`config.mk`:
```
export PLATFORM = sky130hd
export DESIGN_NAME = crf_cpu_register_file
export DESIGN_NICKNAME = d
export VERILOG_FILES = /design/src/crf_pkg.sv /design/src/crf_cpu_register_file.sv
export SDC_FILE = /design/constraint.sdc
export NUM_CORES = 1
export LEC_CHECK = 0
export BUFFER_PORTS_ARGS = -buffer_cell sky130_fd_sc_hd__buf_4
export CAP_MARGIN = 5
export CORE_UTILIZATION = 41
export CTS_CLUSTER_SIZE = 40
export DETAILED_ROUTE_END_ITERATION = 7
export PLACE_DENSITY = 0.7
export SYNTH_ARGS = -nofsm -noshare
export SYNTH_HDL_FRONTEND = slang
export SYNTH_SLANG_ARGS = --single-unit
```
`constraint.sdc`:
```
create_clock -name clk -period 2.71 [get_ports clk]
set_clock_uncertainty 0.1 [all_clocks]
set_input_delay 0.271 -clock clk [delete_from_list [all_inputs] [get_ports clk]]
set_output_delay 0.271 -clock clk [all_outputs]
set_load 0.05 [all_outputs]
```
`src/crf_pkg.sv`:
```
// constants and types for the cpu register file
// Contract
// - an 8-bit accumulator holds operands and takes results
// - two 8-bit index registers, x and y
// - a y-select prefix makes the next instruction use y instead of x
// - y is never saved or restored by interrupt entry and return
// - 16-bit program counter split into low and high bytes
// - condition code bits 7..5 read one, mask is one after reset
// - the whole condition code register can be pushed and popped
// - add and add-with-carry set half carry on carry from bit 3, else clear
// - mask set on interrupt entry or mask set instruction, cleared by software
// - requests arriving while masked stay pending until the mask clears
// - interrupt return clears the mask
// - negative flag takes bit 7 of each result
// - zero flag is set when the result is zero
// - carry follows arithmetic, shifts, bit tests; set and clear instructions force it
// - stack pointer names next free byte; decrement after push, increment before pop
// - upper ten stack pointer bits fixed, 64-byte stack, reset value 00ff
// - reset and stack reset instruction set the six low stack pointer bits
// - load instruction reads and writes the stack pointer low byte
// - stack pointer wraps silently at both limits
// - interrupt entry stores the program counter low byte first, then lower
// - a call uses two stack bytes, an interrupt five
package crf_pkg;
   // ==========================================
   // reset values and field positions
   localparam logic [15:0] SP_RESET = 16'h00FF;
   localparam logic [15:0] SP_FIXED = 16'h00C0;
   localparam int SP_VAR_BITS = 6;
   localparam logic [7:0] CC_ONES = 8'h00E0;
   localparam logic [7:0] CC_RESET = 8'h00E8;
   localparam int CC_H = 4;
   localparam int CC_I = 3;
   localparam int CC_N = 2;
   localparam int CC_Z = 1;
   localparam int CC_C = 0;
   localparam logic [15:0] PC_RESET = 16'h0000;
   localparam int CALL_BYTES = 2;
   localparam int IRQ_BYTES = 5;

   // ==========================================
   // instruction-level commands from the execution logic
   typedef enum logic [3:0] {
      CRF_NOP, CRF_ADD, CRF_LOGIC, CRF_SHIFT, CRF_BTJ, CRF_SCF, CRF_RCF,
      CRF_SIM, CRF_RIM, CRF_RSP, CRF_CCWR
   } crf_op_e;

   // stack byte selectors; sequencer order of an interrupt frame
   typedef enum logic [2:0] {
      CRF_SEL_PCL, CRF_SEL_PCH, CRF_SEL_X, CRF_SEL_A, CRF_SEL_CC, CRF_SEL_Y, CRF_SEL_EXT
   } crf_sel_e;

   // register write targets
   typedef enum logic [2:0] {
      CRF_W_NONE, CRF_W_A, CRF_W_IDX, CRF_W_SPL, CRF_W_PC
   } crf_dst_e;
endpackage

```
`src/crf_cpu_register_file.sv`:
```
// cpu programmer-visible register file with stack sequencing
`timescale 1ns/1ps
`default_nettype none
module crf_cpu_register_file #(
   parameter int IRQ_LINES = 4
) (
   input wire logic clk,
   input wire logic rst_n,
   input wire logic clkEn,
   // execution-side command
   input wire logic [3:0] op,
   input wire logic [2:0] dst,
   input wire logic [7:0] wrData,
   input wire logic [15:0] pcLoad,
   input wire logic ySelect,
   input wire logic [7:0] result,
   input wire logic resultValid,
   input wire logic carryOut,
   input wire logic halfCarryOut,
   input wire logic pcStep,
   // stack byte moves
   input wire logic push,
   input wire logic pop,
   input wire logic [2:0] pushSel,
   input wire logic [7:0] pushExt,
   input wire logic [2:0] popSel,
   input wire logic [7:0] popData,
   // interrupts
   input wire logic [IRQ_LINES-1:0] irqReq,
   input wire logic irqEnter,
   input wire logic irqReturn,
   input wire logic [IRQ_LINES-1:0] irqAck,
   // state
   output logic [7:0] accumulator,
   output logic [7:0] xIndex,
   output logic [7:0] yIndex,
   output logic [15:0] programCounter,
   output logic [7:0] conditionCode,
   output logic [15:0] stackPointer,
   output logic [7:0] stackWrData,
   output logic [15:0] stackAddr,
   output logic stackWrite,
   output logic [IRQ_LINES-1:0] irqPending,
   output logic irqTake
);
   // ==========================================
   // decode
   crf_pkg::crf_op_e opCode;
   logic ySel;
   logic [7:0] ccNext;
   logic [5:0] spLow;
   logic [7:0] pushByte;
   logic [IRQ_LINES-1:0] next_pending;
   assign opCode = crf_pkg::crf_op_e'(op);

   // ==========================================
   // y prefix stays until an index write or a valid result clears it
   always_ff @(posedge clk or negedge rst_n) begin
      if (!rst_n) begin
         ySel <= 1'b0;
      end else if (clkEn) begin
         if (ySelect) begin
            ySel <= 1'b1;
         end else if (dst == crf_pkg::CRF_W_IDX || resultValid) begin
            ySel <= 1'b0;
         end
      end
   end

   // ==========================================
   // data registers
   always_ff @(posedge clk or negedge rst_n) begin
      if (!rst_n) begin
         accumulator <= 8'h00;
         xIndex <= 8'h00;
         yIndex <= 8'h00;
      end else if (clkEn) begin
         if (dst == crf_pkg::CRF_W_A) begin
            accumulator <= wrData;
         end
         if (dst == crf_pkg::CRF_W_IDX) begin
            if (ySel || ySelect) begin
               yIndex <= wrData;
            end else begin
               xIndex <= wrData;
            end
         end
         if (pop) begin
            unique case (crf_pkg::crf_sel_e'(popSel))
               crf_pkg::CRF_SEL_A: accumulator <= popData;
               crf_pkg::CRF_SEL_X: xIndex <= popData;
               crf_pkg::CRF_SEL_Y: yIndex <= popData;
               default: ;
            endcase
         end
      end
   end

   // ==========================================
   // program counter
   always_ff @(posedge clk or negedge rst_n) begin
      if (!rst_n) begin
         programCounter <= crf_pkg::PC_RESET;
      end else if (clkEn) begin
         if (pop && popSel == crf_pkg::CRF_SEL_PCL) begin
            programCounter[7:0] <= popData;
         end else if (pop && popSel == crf_pkg::CRF_SEL_PCH) begin
            programCounter[15:8] <= popData;
         end else if (dst == crf_pkg::CRF_W_PC) begin
            programCounter <= pcLoad;
         end else if (pcStep) begin
            programCounter <= programCounter + 16'h0001;
         end
      end
   end

   // ==========================================
   // condition codes
   always_comb begin
      ccNext = conditionCode;
      if (resultValid) begin
         ccNext[crf_pkg::CC_N] = result[7];
         ccNext[crf_pkg::CC_Z] = (result == 8'h00);
      end
      unique case (opCode)
         crf_pkg::CRF_ADD: begin
            ccNext[crf_pkg::CC_H] = halfCarryOut;
            ccNext[crf_pkg::CC_C] = carryOut;
         end
         crf_pkg::CRF_SHIFT, crf_pkg::CRF_BTJ: ccNext[crf_pkg::CC_C] = carryOut;
         crf_pkg::CRF_SCF: ccNext[crf_pkg::CC_C] = 1'b1;
         crf_pkg::CRF_RCF: ccNext[crf_pkg::CC_C] = 1'b0;
         crf_pkg::CRF_SIM: ccNext[crf_pkg::CC_I] = 1'b1;
         crf_pkg::CRF_RIM: ccNext[crf_pkg::CC_I] = 1'b0;
         crf_pkg::CRF_CCWR: ccNext = wrData;
         default: ;
      endcase
      if (pop && popSel == crf_pkg::CRF_SEL_CC) begin
         ccNext = popData;
      end
      if (irqReturn) begin
         ccNext[crf_pkg::CC_I] = 1'b0;
      end
      if (irqEnter) begin
         ccNext[crf_pkg::CC_I] = 1'b1;
      end
      ccNext = ccNext | crf_pkg::CC_ONES;
   end

   always_ff @(posedge clk or negedge rst_n) begin
      if (!rst_n) begin
         conditionCode <= crf_pkg::CC_RESET;
      end else if (clkEn) begin
         conditionCode <= ccNext;
      end
   end

   // ==========================================
   // stack pointer: only six low bits live, so wrap is free
   always_comb begin
      spLow = stackPointer[5:0];
      if (opCode == crf_pkg::CRF_RSP) begin
         spLow = 6'h3F;
      end else if (dst == crf_pkg::CRF_W_SPL) begin
         spLow = wrData[5:0];
      end else if (push) begin
         spLow = stackPointer[5:0] - 6'h01;
      end else if (pop) begin
         spLow = stackPointer[5:0] + 6'h01;
      end
   end

   always_ff @(posedge clk or negedge rst_n) begin
      if (!rst_n) begin
         stackPointer <= crf_pkg::SP_RESET;
      end else if (clkEn) begin
         stackPointer <= crf_pkg::SP_FIXED | {10'h000, spLow};
      end
   end

   // ==========================================
   // push byte select; interrupt frame goes pcl, pch, x, a, cc
   always_comb begin
      unique case (crf_pkg::crf_sel_e'(pushSel))
         crf_pkg::CRF_SEL_PCL: pushByte = programCounter[7:0];
         crf_pkg::CRF_SEL_PCH: pushByte = programCounter[15:8];
         crf_pkg::CRF_SEL_X: pushByte = xIndex;
         crf_pkg::CRF_SEL_A: pushByte = accumulator;
         crf_pkg::CRF_SEL_CC: pushByte = conditionCode;
         crf_pkg::CRF_SEL_Y: pushByte = yIndex;
         default: pushByte = pushExt;
      endcase
   end

   // write happens at the current pointer, then the pointer drops
   always_ff @(posedge clk or negedge rst_n) begin
      if (!rst_n) begin
         stackWrData <= 8'h00;
         stackAddr <= crf_pkg::SP_RESET;
         stackWrite <= 1'b0;
      end else if (clkEn) begin
         stackWrite <= push;
         stackWrData <= pushByte;
         stackAddr <= push ? stackPointer : crf_pkg::SP_FIXED | {10'h000, spLow};
      end
   end

   // ==========================================
   // pending interrupts: set wins over acknowledge
   assign next_pending = (irqPending & ~irqAck) | irqReq;

   always_ff @(posedge clk or negedge rst_n) begin
      if (!rst_n) begin
         irqPending <= '0;
         irqTake <= 1'b0;
      end else if (clkEn) begin
         irqPending <= next_pending;
         irqTake <= (|next_pending) && !ccNext[crf_pkg::CC_I];
      end
   end
endmodule // crf_cpu_register_file
`default_nettype wire

```
==> results.txt <==
Outcome: finished with violations
Failing checks: design-rule violations, negative hold slack
Worst-Margin Slew: 0.956 ns
GP Congestion: 0.910
Part of the Yosys area used for sequential elements: 0.368
Most common cell in the synthesized netlist: dfrtp_1
Logic pwr share: 0.439
I/O pin count: 175
DR WL/cell: 20.0 µm
Non-filler cells, final: 860
DR pass1 iterations: 7
Netlist cell types: 65
PwrDens: 827 nW/µm²
Setup total negative slack: 0 ns
FP Rows: 39
Die footprint: 12500 µm²
Initial Util: 0.428
Core Box Area: 11600 µm²
Area growth syn-to-layout: 27.9%
Routed WL: 17200 µm
Post-layout util: 0.547
Postcts setup bufs: 0
Die width: 112 µm
Peak VDD IR: 473 µV
Final min period: 1.92 ns
Syn Inst Count: 585
Top post-synthesis cells by count: 59 x dfrtp_1, 56 x nor2_1, 54 x a21oi_1
DRC errors left: 12
CP peak stage delay: 0.58 ns
DP Wirelength: 12800 µm
# H-tree levels: 3
EDFF count, synth: 0
Cells after DPL: 844
Initial antenna violation count: 0
N_diodes: 0
Share of total power in the clock network: 0.231
FILL cells: 1103
Routed vias: 5076
Reg power frac: 0.330
RSZ-0062 raised after global routing: no
Tot Pwr: 0.00523 W
Synth top area cells: dfrtp_1 30%, dfstp_2 6.9%, a21oi_1 5.5%
Crit path cell chain: inv_1 -> ha_1 -> a211o_1 -> o21ai_0 -> a22oi_1 -> mux2_2
Tcrit/Tclk final: 0.710
Hold-fix buffers, CTS: 0
P_sw: 0.00241 W
Type of origin of the critical path: flop
Synth area leader: dfrtp_1
Critical Path Sink Type: flop
Register bit total from synthesis: 72
Ratio of cells with drive above 1 in the final layout: 0.293
Die height: 112 µm
Post-synth top area share: 0.299
Multi-input gate area: 2800 µm²
Clock-pin slew on the worst setup and hold paths: 0.06 ns
CTS resizes: 0
Worst slack at placement: 0.661 ns
Max Transition Viols Final: 0
Slowest stage cell, crit path: dfstp_2
Critical path class: reg2reg
Vias per std cell: 5.90
Gr usage total: 0.276
Sink Count: 72
Switching share of total power: 0.461
Worst Hold Slack: -0.0355 ns
Hold/Removal Path Class: in2async
Yosys warns: 0
First-pass GRT wire length: 26700 µm
Clock Latency Late Sink: 0.34 ns
Register area: 1820 µm²
Critical Path Fanout Max: 5
Max Root-Sink Buffers: 2
# nets final: 796
Clock Tree Root: clkbuf_16
Max Cap Viol: 0
Max Freq: 0.520 GHz
Vias in the first global route: 4726
CP Data Arrival Time: 2.09 ns
Port bufs: 151
Largest net degree at the start of global routing: 73
Most used DFF post-synth: dfrtp_1
Final WS setup: 0.786 ns
Internal power: 0.00282 W
Hold Vio Cnt, Final: 11
Slew headroom: 0.362
Required @ worst endpoint: 2.88 ns
Final Setup Violations: 0
Pleak: 2.88 nW
Ys async rst share: 1.00
Antenna viol nets, final: 0
Inserted Clock Buffers: 9
Initial DRC Count: 393
Syn_area_per_cell: 8.45 µm²
Mapped cell area: 4950 µm²
CTS tree: done
GRT overflow: 0
layer usage:
metal / up-vias / GRT usage / part of all wire
met5: - / 0 / 0
met4: 0 / 0.0955 / 0.021
met3: 23 / 0.0419 / 0.079
met2: 251 / 0.422 / 0.46
met1: 2435 / 0.397 / 0.44
li1: 2367 / - / -
power groups by stage:
stage / sequential (W) / clock [W] / combinational [W]
2_1_floorplan: 0.00247 / 0 / 0.000762
3_3_place_gp: 0.00173 / 0 / 0.00226
3_5_place_dp: 0.00174 / 0 / 0.00229
4_1_cts: 0.00172 / 0.00122 / 0.00229
5_1_grt: 0.00176 / 0.00126 / 0.00244
6_report: 0.00173 / 0.00121 / 0.00229
sequential cells by signal, summed over array words and instances (netlist names), 4 cells and up:
| name | cells |
|---|---|
| programCounter | 16 |
| accumulator | 8 |
| stackWrData | 8 |
| xIndex | 8 |
| yIndex | 8 |
| stackAddr | 6 |
| stackPointer | 6 |
| conditionCode | 5 |
| irqPending | 4 |
worst max-delay path, delay by kind of cell, from the launching register on:
kind	cells	cell delay, ns
flip-flops	1	0.58
buffers and inverters	1	0.10
AO/OA/AOI/OAI	3	0.46
multiplexers	1	0.27
adder cells (fa/ha/maj)	1	0.33
final timing paths:
path	startpoint	cells after the start	endpoint	slack (ns)
worst min-delay path	rst_n	1	programCounter[1]$_DFFE_PN0P_	-0.04
worst max register to register	stackPointer[0]$_DFFE_PN1P_	6	stackAddr[1]$_DFFE_PN1P_	0.79
max in group asynchronous	rst_n	1	irqPending[3]$_DFFE_PN0P_	1.91
worst min register to register	stackAddr[0]$_DFFE_PN1P_	1	stackAddr[0]$_DFFE_PN1P_	0.38
min in group clk	irqReq[3]	2	irqPending[3]$_DFFE_PN0P_	0.08
worst max-delay path	stackPointer[0]$_DFFE_PN1P_	6	stackAddr[1]$_DFFE_PN1P_	0.79
cells in the final DEF, fill, tap and decap left out, types with 3 or more instances in the layout:
| master | n |
|---|---|
| a211oi_1 | 10 |
| a21o_1 | 10 |
| a21oi_1 | 54 |
| a221oi_1 | 3 |
| a22o_1 | 6 |
| a22oi_1 | 6 |
| a31oi_1 | 10 |
| and3_1 | 12 |
| and4_1 | 3 |
| and4bb_2 | 3 |
| buf_4 | 157 |
| clkbuf_16 | 9 |
| conb_1 | 23 |
| dfrtp_1 | 59 |
| dfstp_2 | 13 |
| ha_1 | 3 |
| inv_1 | 13 |
| mux2_2 | 7 |
| mux2i_1 | 18 |
| nand2_1 | 44 |
| nand2b_1 | 7 |
| nand3_1 | 22 |
| nand3b_1 | 4 |
| nand4_1 | 7 |
| nor2_1 | 56 |
| nor2b_1 | 8 |
| nor3_1 | 8 |
| o211ai_1 | 4 |
| o21a_1 | 6 |
| o21ai_0 | 42 |
| o21ai_1 | 3 |
| o221ai_1 | 5 |
| o22ai_1 | 26 |
| or2_2 | 3 |
| or4_1 | 3 |
| xnor2_1 | 3 |
| xor2_1 | 7 |
kinds of logic after synthesis:
family                     Yosys count  synth area share
buffers and inverters               76            0.0822
DFF                                 72             0.368
and+or+nand+nor                    196             0.212
AOI/OAI and AO/OA                  201             0.259
other                                2           0.00152
xor gates and xnor gates            10            0.0177
adders and majority gates            3           0.00759
muxes                               25            0.0524
layout make-up:
cell class              instances  area share
clock buffers                   9      0.0356
clock inverters                 7      0.0115
inverters                      14     0.00831
multi-input cells             458       0.443
flip-flops and latches         72       0.287
well taps                     143      0.0283
repair buffers                157       0.186
stage by stage:
| stage | hold WS, ns | cell area (µm²) |
|---|---|---|
| after floorplan | -0.125 | 5020 |
| after global placement | 0.373 | 6030 |
| after detailed placement | 0.375 | 6030 |
| after CTS | 0.0337 | 6330 |
| after global routing | 0.0757 | 6330 |
| final | -0.0355 | 6330 |
Power figures use the tool's default switching activity.
